==> src/shared/sdam_pkg.sv <==
// Summary of operation
// RULE_01: any alarm stops motor by assigned method
// RULE_02: selectable codes: bit0 one decelerates, zero coasts
// RULE_03: reset input on then off clears resettable
// RULE_04: power-on also clears input-resettable alarms
// RULE_05: power-cycle alarms ignore the reset input
// RULE_06: power-on self-check failure raises code 12
// RULE_07: processing task overrun raises code 13
// RULE_08: converter fault raises code 17
// RULE_09: encoder signal losses raise codes 20, 21
// RULE_10: speed deviation persisting raises code 23
// RULE_11: constant-speed deviation raises code 3F
// RULE_12: overspeed raises code 31
// RULE_13: overcurrent raises 32, overheat raises 3B
// RULE_14: illegal initial parameters raise code 37
// RULE_15: changeover faults raise codes 40, 41
// RULE_16: encoder feedback fault raises code 42
// RULE_17: motor overheat raises non-resettable code 46
// RULE_18: overload raises 50, continuous overload 51
// RULE_19: position error over limit raises 52
// RULE_20: unsupported input function raises code 57
// RULE_21: orientation error after completion raises 5C
// RULE_22: watchdog failure raises code 88
// RULE_23: display alternates axis/alarm, flickers on alarm
// RULE_24: first alarm code latched until reset
// RULE_25: initial errors raised only while stopped
package sdam_pkg;
	// number of alarm slots: 21 sources plus one unused entry
	localparam int NUM_ALARMS = 22;
	// reset classes
	typedef enum logic [1:0] {
		SDAM_INPUT_RESET,
		SDAM_POWER_CYCLE,
		SDAM_NON_RESET
	} sdam_class_t;
	// stop methods
	typedef enum logic [1:0] {
		SDAM_STOP_SELECT,
		SDAM_STOP_COAST,
		SDAM_STOP_INITIAL
	} sdam_stop_t;
	// alarm codes, in source order
	localparam logic [7:0] ALARM_CODE [NUM_ALARMS] = '{
		8'h12, 8'h13, 8'h17, 8'h20, 8'h21, 8'h23, 8'h31, 8'h32, 8'h37, 8'h3b, 8'h3f,
		8'h40, 8'h41, 8'h42, 8'h46, 8'h50, 8'h51, 8'h52, 8'h57, 8'h5c, 8'h88, 8'h00};
	// source indices used by name
	localparam int IDX_MEM = 0;
	localparam int IDX_ENC_MOTOR = 3;
	localparam int IDX_SPEED_DEV = 5;
	localparam int IDX_PARAM = 8;
	localparam int IDX_OVERHEAT = 14;
	localparam int IDX_OPTION = 18;
	// stop-method parameter bit selecting deceleration
	localparam int STOP_SEL_BIT = 0;
	// speed deviation threshold in r/min
	localparam logic [15:0] SPEED_DEV_RPM = 16'h0032;
	// time unit for deviation persistence: 1 ms
	localparam int CLK_HZ = 10000000;
	localparam int MS_NS = 1000000;
	localparam int CLK_NS = 1000000000 / CLK_HZ;
	localparam int MS_CYCLES = MS_NS / CLK_NS;
	// display alternation period in ms and flicker period in ms
	localparam int DISP_ALT_MS = 500;
	localparam int DISP_FLICK_MS = 125;
	localparam logic [15:0] MS_ONE = 16'h0001;
	localparam logic [7:0] CODE_NONE = 8'h00;
endpackage

==> src/verilog/sdam_ms_tick.sv <==
`timescale 1ns/1ns
`default_nettype none
// divider producing a one-cycle pulse every millisecond
module sdam_ms_tick
	import sdam_pkg::*;
(
	// clock and reset
	input wire logic ref_clk,
	input wire logic rst_b,
	// output tick
	output logic ms_tick
);
	logic [15:0] cnt_reg; // cycle counter

	// count cycles to one millisecond
	always_ff @(posedge ref_clk) begin
		if (!rst_b) begin
			cnt_reg <= '0;
		end else if (cnt_reg == 16'(MS_CYCLES - 1)) begin
			cnt_reg <= '0;
		end else begin
			cnt_reg <= cnt_reg + MS_ONE;
		end
	end

	// pulse on wrap
	assign ms_tick = (cnt_reg == 16'(MS_CYCLES - 1));
endmodule
`default_nettype wire

==> src/verilog/sdam_top.sv <==
`timescale 1ns/1ns
`default_nettype none
// spindle drive alarm manager
module sdam_top
	import sdam_pkg::*;
(
	// clock and reset
	input wire logic ref_clk,
	input wire logic rst_b,
	// fault indications from monitoring (pins, synchronised here)
	input wire logic self_check_fail,
	input wire logic task_overrun,
	input wire logic adc_fault,
	input wire logic enc_motor_z_loss,
	input wire logic enc_machine_loss,
	input wire logic overspeed,
	input wire logic pm_overcurrent,
	input wire logic pm_overheat,
	input wire logic const_speed,
	input wire logic sel_signal_fault,
	input wire logic changeover_comm_fault,
	input wire logic enc_feedback_fault,
	input wire logic motor_overheat,
	input wire logic overload_full,
	input wire logic overload_30min,
	input wire logic orient_done,
	input wire logic watchdog_fail,
	input wire logic motor_stopped,
	// measured quantities
	input wire logic [15:0] speed_cmd,
	input wire logic [15:0] speed_fb,
	input wire logic [31:0] pos_err,
	input wire logic [31:0] orient_err,
	// parameters from the control unit
	input wire logic param_valid,
	input wire logic param_illegal,
	input wire logic [15:0] alarm_stop_method_param,
	input wire logic [15:0] dev_time_ms,
	input wire logic [15:0] dev2_amount,
	input wire logic [15:0] dev2_time_ms,
	input wire logic [31:0] pos_err_limit,
	input wire logic [31:0] orient_err_limit,
	input wire logic gp_input_unsupported,
	input wire logic [7:0] axis_number,
	// general-purpose alarm-reset input
	input wire logic alarm_reset_in,
	// stop control and status
	output logic alarm_active,
	output logic stop_coast,
	output logic stop_decel,
	output logic [7:0] alarm_code,
	output logic [NUM_ALARMS-1:0] alarm_flags,
	// front display
	output logic [7:0] disp_value,
	output logic disp_on
);
	// reset class per source
	function automatic sdam_class_t class_of(input int i);
		if (i == IDX_MEM || i == 1 || i == IDX_OPTION || i == 20) begin
			return SDAM_POWER_CYCLE;
		end else if (i >= IDX_OVERHEAT && i <= 17) begin
			return SDAM_NON_RESET;
		end else begin
			return SDAM_INPUT_RESET;
		end
	endfunction

	// stop method per source
	function automatic sdam_stop_t stop_of(input int i);
		if (i == IDX_MEM || i == 2 || i == IDX_PARAM || i == IDX_OPTION) begin
			return SDAM_STOP_INITIAL;
		end else if (i == IDX_ENC_MOTOR || i == 4 || i == IDX_OVERHEAT || i == 17) begin
			return SDAM_STOP_SELECT;
		end else begin
			return SDAM_STOP_COAST;
		end
	endfunction

	localparam int NUM_PINS = 20; // synchronised single-bit inputs
	logic [NUM_PINS-1:0] pin_raw;
	logic [NUM_PINS-1:0] sync1_reg;
	logic [NUM_PINS-1:0] sync2_reg;
	logic rst_sync1_reg; // alarm-reset input synchroniser
	logic rst_sync2_reg;
	logic rst_prev_reg; // last sampled reset input
	logic reset_pulse; // on-then-off completed
	logic ms_tick;
	logic [15:0] speed_diff;
	logic [15:0] dev_cnt_reg; // persistence of speed deviation
	logic [15:0] dev2_cnt_reg; // persistence of constant-speed deviation
	logic [NUM_ALARMS-1:0] detect; // raw detect per source
	logic [NUM_ALARMS-1:0] flag_reg; // latched alarms
	logic [7:0] code_reg; // first alarm code
	logic coast_reg;
	logic decel_reg;
	logic [15:0] alt_cnt_reg; // display alternation counter, ms
	logic show_alarm_reg;
	logic flick_reg;
	logic [7:0] disp_reg;

	assign pin_raw = {motor_stopped, watchdog_fail, orient_done, overload_30min,
		overload_full, motor_overheat, enc_feedback_fault, changeover_comm_fault,
		sel_signal_fault, const_speed, pm_overheat, pm_overcurrent, overspeed,
		enc_machine_loss, enc_motor_z_loss, adc_fault, task_overrun, self_check_fail,
		param_illegal, gp_input_unsupported};

	// two-stage synchroniser for pin inputs
	always_ff @(posedge ref_clk) begin
		if (!rst_b) begin
			sync1_reg <= '0;
			sync2_reg <= '0;
			rst_sync1_reg <= 1'b0;
			rst_sync2_reg <= 1'b0;
		end else begin
			sync1_reg <= pin_raw;
			sync2_reg <= sync1_reg;
			rst_sync1_reg <= alarm_reset_in;
			rst_sync2_reg <= rst_sync1_reg;
		end
	end

	// falling edge of reset input ends the on-then-off toggle
	always_ff @(posedge ref_clk) begin
		if (!rst_b) begin
			rst_prev_reg <= 1'b0;
		end else begin
			rst_prev_reg <= rst_sync2_reg;
		end
	end
	assign reset_pulse = rst_prev_reg && !rst_sync2_reg; // RULE_03

	// millisecond time base
	sdam_ms_tick u_tick (
		.ref_clk(ref_clk),
		.rst_b(rst_b),
		.ms_tick(ms_tick)
	);

	// absolute speed difference
	assign speed_diff = (speed_cmd >= speed_fb) ? (speed_cmd - speed_fb) : (speed_fb - speed_cmd);

	// persistence counter for deviation at or above threshold
	always_ff @(posedge ref_clk) begin
		if (!rst_b || speed_diff < SPEED_DEV_RPM) begin
			dev_cnt_reg <= '0;
		end else if (ms_tick && dev_cnt_reg != 16'hffff) begin
			dev_cnt_reg <= dev_cnt_reg + MS_ONE; // RULE_10
		end
	end

	// persistence counter for constant-speed deviation
	always_ff @(posedge ref_clk) begin
		if (!rst_b || !sync2_reg[10] || speed_diff <= dev2_amount) begin
			dev2_cnt_reg <= '0;
		end else if (ms_tick && dev2_cnt_reg != 16'hffff) begin
			dev2_cnt_reg <= dev2_cnt_reg + MS_ONE; // RULE_11
		end
	end

	// raw detection per source, in code order
	always_comb begin
		detect = '0;
		detect[0] = sync2_reg[2]; // RULE_06
		detect[1] = sync2_reg[3]; // RULE_07
		detect[2] = sync2_reg[4]; // RULE_08
		detect[3] = sync2_reg[5]; // RULE_09
		detect[4] = sync2_reg[6]; // RULE_09
		detect[5] = dev_cnt_reg > dev_time_ms; // RULE_10
		detect[6] = sync2_reg[7]; // RULE_12
		detect[7] = sync2_reg[8]; // RULE_13
		detect[8] = param_valid && sync2_reg[1]; // RULE_14
		detect[9] = sync2_reg[9]; // RULE_13
		detect[10] = dev2_cnt_reg > dev2_time_ms; // RULE_11
		detect[11] = sync2_reg[11]; // RULE_15
		detect[12] = sync2_reg[12]; // RULE_15
		detect[13] = sync2_reg[13]; // RULE_16
		detect[14] = sync2_reg[14]; // RULE_17
		detect[15] = sync2_reg[15]; // RULE_18
		detect[16] = sync2_reg[16]; // RULE_18
		detect[17] = pos_err > pos_err_limit; // RULE_19
		detect[18] = sync2_reg[0]; // RULE_20
		detect[19] = sync2_reg[17] && (orient_err > orient_err_limit); // RULE_21
		detect[20] = sync2_reg[18]; // RULE_22
	end

	// latch per alarm; set wins over clear
	generate
		for (genvar g = 0; g < NUM_ALARMS; g++) begin : g_flag
			logic allowed;
			assign allowed = (stop_of(g) != SDAM_STOP_INITIAL) || sync2_reg[19]; // RULE_25
			always_ff @(posedge ref_clk) begin
				if (!rst_b) begin
					flag_reg[g] <= 1'b0; // RULE_04
				end else if (detect[g] && allowed) begin
					flag_reg[g] <= 1'b1;
				end else if (reset_pulse && class_of(g) == SDAM_INPUT_RESET) begin
					flag_reg[g] <= 1'b0; // RULE_03 RULE_05
				end
			end
		end
	endgenerate

	// first-alarm code: captured when no alarm latched
	always_ff @(posedge ref_clk) begin
		if (!rst_b) begin
			code_reg <= CODE_NONE;
		end else if (flag_reg == '0) begin
			code_reg <= CODE_NONE;
			for (int i = NUM_ALARMS - 1; i >= 0; i--) begin
				if (detect[i] && ((stop_of(i) != SDAM_STOP_INITIAL) || sync2_reg[19])) begin
					code_reg <= ALARM_CODE[i]; // RULE_24
				end
			end
		end
	end

	// stop method: coast dominates any selectable decel
	always_ff @(posedge ref_clk) begin
		if (!rst_b) begin
			coast_reg <= 1'b0;
			decel_reg <= 1'b0;
		end else begin
			coast_reg <= 1'b0;
			decel_reg <= 1'b0;
			for (int i = 0; i < NUM_ALARMS; i++) begin
				if (flag_reg[i]) begin
					if (stop_of(i) == SDAM_STOP_SELECT && alarm_stop_method_param[STOP_SEL_BIT]) begin
						decel_reg <= 1'b1; // RULE_02
					end else begin
						coast_reg <= 1'b1; // RULE_01
					end
				end
			end
		end
	end

	// display alternation and flicker timing
	always_ff @(posedge ref_clk) begin
		if (!rst_b) begin
			alt_cnt_reg <= '0;
			show_alarm_reg <= 1'b0;
			flick_reg <= 1'b1;
		end else if (ms_tick) begin
			if (alt_cnt_reg == 16'(DISP_ALT_MS - 1)) begin
				alt_cnt_reg <= '0;
				show_alarm_reg <= !show_alarm_reg; // RULE_23
			end else begin
				alt_cnt_reg <= alt_cnt_reg + MS_ONE;
			end
			if (alt_cnt_reg % 16'(DISP_FLICK_MS) == 16'(DISP_FLICK_MS - 1)) begin
				flick_reg <= !flick_reg;
			end
		end
	end

	// display value register
	always_ff @(posedge ref_clk) begin
		if (!rst_b) begin
			disp_reg <= CODE_NONE;
		end else begin
			disp_reg <= (show_alarm_reg && flag_reg != '0) ? code_reg : axis_number;
		end
	end

	assign alarm_active = (flag_reg != '0);
	assign stop_coast = coast_reg;
	assign stop_decel = decel_reg && !coast_reg;
	assign alarm_code = code_reg;
	assign alarm_flags = flag_reg;
	assign disp_value = disp_reg;
	assign disp_on = (flag_reg == '0) || flick_reg; // RULE_23
endmodule
`default_nettype wire

==> config.mk <==
export PLATFORM = sky130hd
export DESIGN_NAME = sdam_top
export DESIGN_NICKNAME = d
export VERILOG_FILES = /design/src/shared/sdam_pkg.sv /design/src/verilog/sdam_ms_tick.sv /design/src/verilog/sdam_top.sv
export SDC_FILE = /design/constraint.sdc
export NUM_CORES = 1
export LEC_CHECK = 0
export BUFFER_PORTS_ARGS = -buffer_cell sky130_fd_sc_hd__buf_2
export CAP_MARGIN = 30
export CORE_MARGIN = 5
export CORE_UTILIZATION = 30
export CTS_CLUSTER_DIAMETER = 60
export DETAILED_ROUTE_END_ITERATION = 6
export GPL_TIMING_DRIVEN = 0
export PLACE_DENSITY = 0.62
export SLEW_MARGIN = 10
export SYNTH_ARGS = -nofsm -noshare
export SYNTH_HDL_FRONTEND = slang
export SYNTH_SLANG_ARGS = --single-unit
==> constraint.sdc <==
create_clock -name ref_clk -period 9.8 [get_ports ref_clk]
set_input_delay 0.49 -clock ref_clk [delete_from_list [all_inputs] [get_ports ref_clk]]
set_output_delay 0.49 -clock ref_clk [all_outputs]
set_load 0.02 [all_outputs]
==> summary.txt <==
CTS Buf Count: 17
Skew-Pair Late Insertion Delay: 0.43 ns
io pins: 298
post-cts hold buffer count: 0
ys flop type: dfxtp_1
fin. max-slew vios: 0
initial antenna violation count: 7
largest net degree at the start of global routing: 17
Overflow after GRT: 0
Mapped Cells: 1,617
post-route antenna net violation count: 0
Post-synth EDFFs: 0
area of the core: 0.0420 mm²
Synth cell types: 109
max reg flops: 21
DP HPWL: 34.1 mm
Die H: 216 µm
Hold Violations, Final: 0
Worst Hold Path EP: sync1_reg[9]
share of the synthesized area in the top cell type: 23.2%
Max Fanout on Critical Path: 10
post-synth top area cell: dfxtp_1
Cell Area, Synth: 0.0128 mm²
hold slack: 0.273 ns
via count: 12,700
pre-CTS setup slack: 1.86 ns
worst clock skew: 0.00794 ns
max-cap check violation count: 0
starting density of the core: 30.3%
Sink Count: 148
setup TNS: 0 ns
final non-filler cell total: 2,471
most common cell after layout, fill and taps aside: buf_2
Post-Place Cells: 2,437
Avg WL per Cell: 16.5 µm
Reg2Reg Depth: 31
Sequential Area: 0.00296 mm²
Tightest Pin Transition: 0.953 ns
share of layout cells above drive strength 1: 20.5%
Root Buffer: clkbuf_16
final setup vio count: 0
RD Place Congestion: 0.879
Worst Hold Class: primary input to register
commonest cells after routing, fill and taps aside: buf_2 (295), inv_1 (163), ha_1 (151), dfxtp_1 (148), nor2_1 (123)
cell leakage power: 7.35 nW
DRC errors left: 0
Initial DRC Count: 637
number of port buffers: 280
Filler Cells Inserted: 4,390
H-tree levels: 4
Ys Warns: 0
Critical-path top delay cell: a41oi_1
die area: 0.0467 mm²
Max IR drop VDD: 0.000122 V
PostCTS Resize Cnt: 0
slew margin rel.: 35.6%
TritonCTS clock tree: built
largest cells by area after synthesis: dfxtp_1 (23%), ha_1 (15%), inv_1 (4.8%)
Worst setup SP type: register
Req. time, crit path: 10.09 ns
run status: finished, final reports clean
fmax: 126 MHz
post-synthesis sequential area ratio: 23.2%
GRT Total Usage: 16.7%
PwrDens: 106 mW/mm²
Mapped Nets: 2,026
RSZ-0062 raised after global routing: false
CP max stage delay: 0.53 ns
multi-input logic area: 0.00887 mm²
Arr. time, crit path: 8.24 ns
post-synthesis async set-or-reset flop share: 0%
Via-to-Cell Ratio: 5.13
r2r startpoint: alt_cnt_reg[13]
Worst R2R Setup Slack: 1.85 ns
Setup CP Type: register to register
CTS Buffer Depth: 2
Seq cells post-synth: 148
global-route wire length before repair: 64.1 mm
HP Start: pm_overheat
vias in the first global route: 12,500
Worst Setup End Kind: register
area delta synth->final: 20.9%
postcts setup bufs: 0
drt pass-1 iters: 5
R2R Path End: flick_reg
Avg Inst Size Synth: 7.89 µm²
Rows: 75
crit path time final: 7.95 ns
die width: 216 µm
final worst slack: 1.85 ns
most used cell, CP: nand2_1
Final period util: 81.1%
WL final: 40.7 mm
Hold Crit Depth: 2
Clock transition at path regs: 0.07 ns
nets: 2,326
==> cell type report <==
cell class | instances | area share, %
inverter | 165 | 4.02
antenna | 2 | 0.0324
timing repair buffer | 281 | 9.13
buffer | 61 | 1.98
sequential | 148 | 19.2
tap | 539 | 4.37
clock inverter | 14 | 0.909
multi-input combinational | 1243 | 57.5
clock buffer | 18 | 2.85
==> critical path, delay by kind of cell (launching register included) <==
family	cells	cell delay, ns
multiplexers	2	0.56
buffers and inverters	3	0.61
AND/OR/NAND/NOR	12	2.45
flip-flops	1	0.34
AO/OA/AOI/OAI	11	3.35
adder cells (fa/ha/maj)	1	0.25
XOR/XNOR	2	0.25
==> where the power goes <==
part / switching [mW] / internal, mW
combinational: 0.191 / 0.154
clock: 0.291 / 0.364
sequential: 0.0136 / 0.619
==> cell families (layout without fill, tap and decap cells) <==
group,count (synthesis),count (layout),share of synthesized area (%)
AOI/OAI and AO/OA,393,393,21.4
xor gates and xnor gates,91,91,6.37
adders and majority gates,154,154,15.2
buffers and inverters,226,539,7.25
DFF,148,148,23.2
muxes,25,25,2.06
other,1,3,0.0294
and+or+nand+nor,579,579,24.5
==> how the worst max path moves through the flow <==
| stage | from | cells after the start | endpoint |
|---|---|---|---|
| finish | alt_cnt_reg[13] | 31 | flick_reg |
| global route | alt_cnt_reg[9] | 31 | flick_reg |
| CTS | alt_cnt_reg[13] | 31 | flick_reg |
| detailed placement | speed_cmd[0] | 38 | dev2_cnt_reg[13] |
| global placement | speed_cmd[0] | 37 | dev2_cnt_reg[4] |
| floorplan | speed_cmd[0] | 36 | dev2_cnt_reg[10] |
==> cell usage after synthesis (10+ instances only) <==
library cell    n
nand3_1        51
nor2b_1        49
nand2_1       103
mux2i_1        20
o211ai_1       10
a21o_1         56
and2_1         58
inv_1         163
clkbuf_1       32
dfxtp_1       148
and3_1         22
a211oi_1       10
ha_1          151
nand2b_1       28
nor3_1         19
o21a_1         13
a21oi_1       104
nand4_1        43
xor2_1         39
xnor2_1        50
a21boi_0       17
a31oi_1        10
and4_1         10
buf_2          15
nor2_1        123
or3_1          12
o21ai_0        55
nor4_1         17
o21ai_1        10
==> through the flow <==
step	area, µm²	total power [mW]	utilization [%]
floorplan	12800	0.854	-
global placement	14800	0.981	35.3
detailed placement	14800	0.990	35.3
CTS	15400	1.65	36.7
global route	15400	1.72	36.7
finish	15400	1.63	36.7
==> layer usage <==
layer | up-vias | global-route usage (%) | wire (µm)
li1 | 6329 | - | -
met1 | 5839 | 21.0 | 17800
met2 | 427 | 28.4 | 18800
met3 | 72 | 4.02 | 3050
met4 | 8 | 5.26 | 1030
met5 | - | 0 | 48
(Power assumes the default switching activity.)
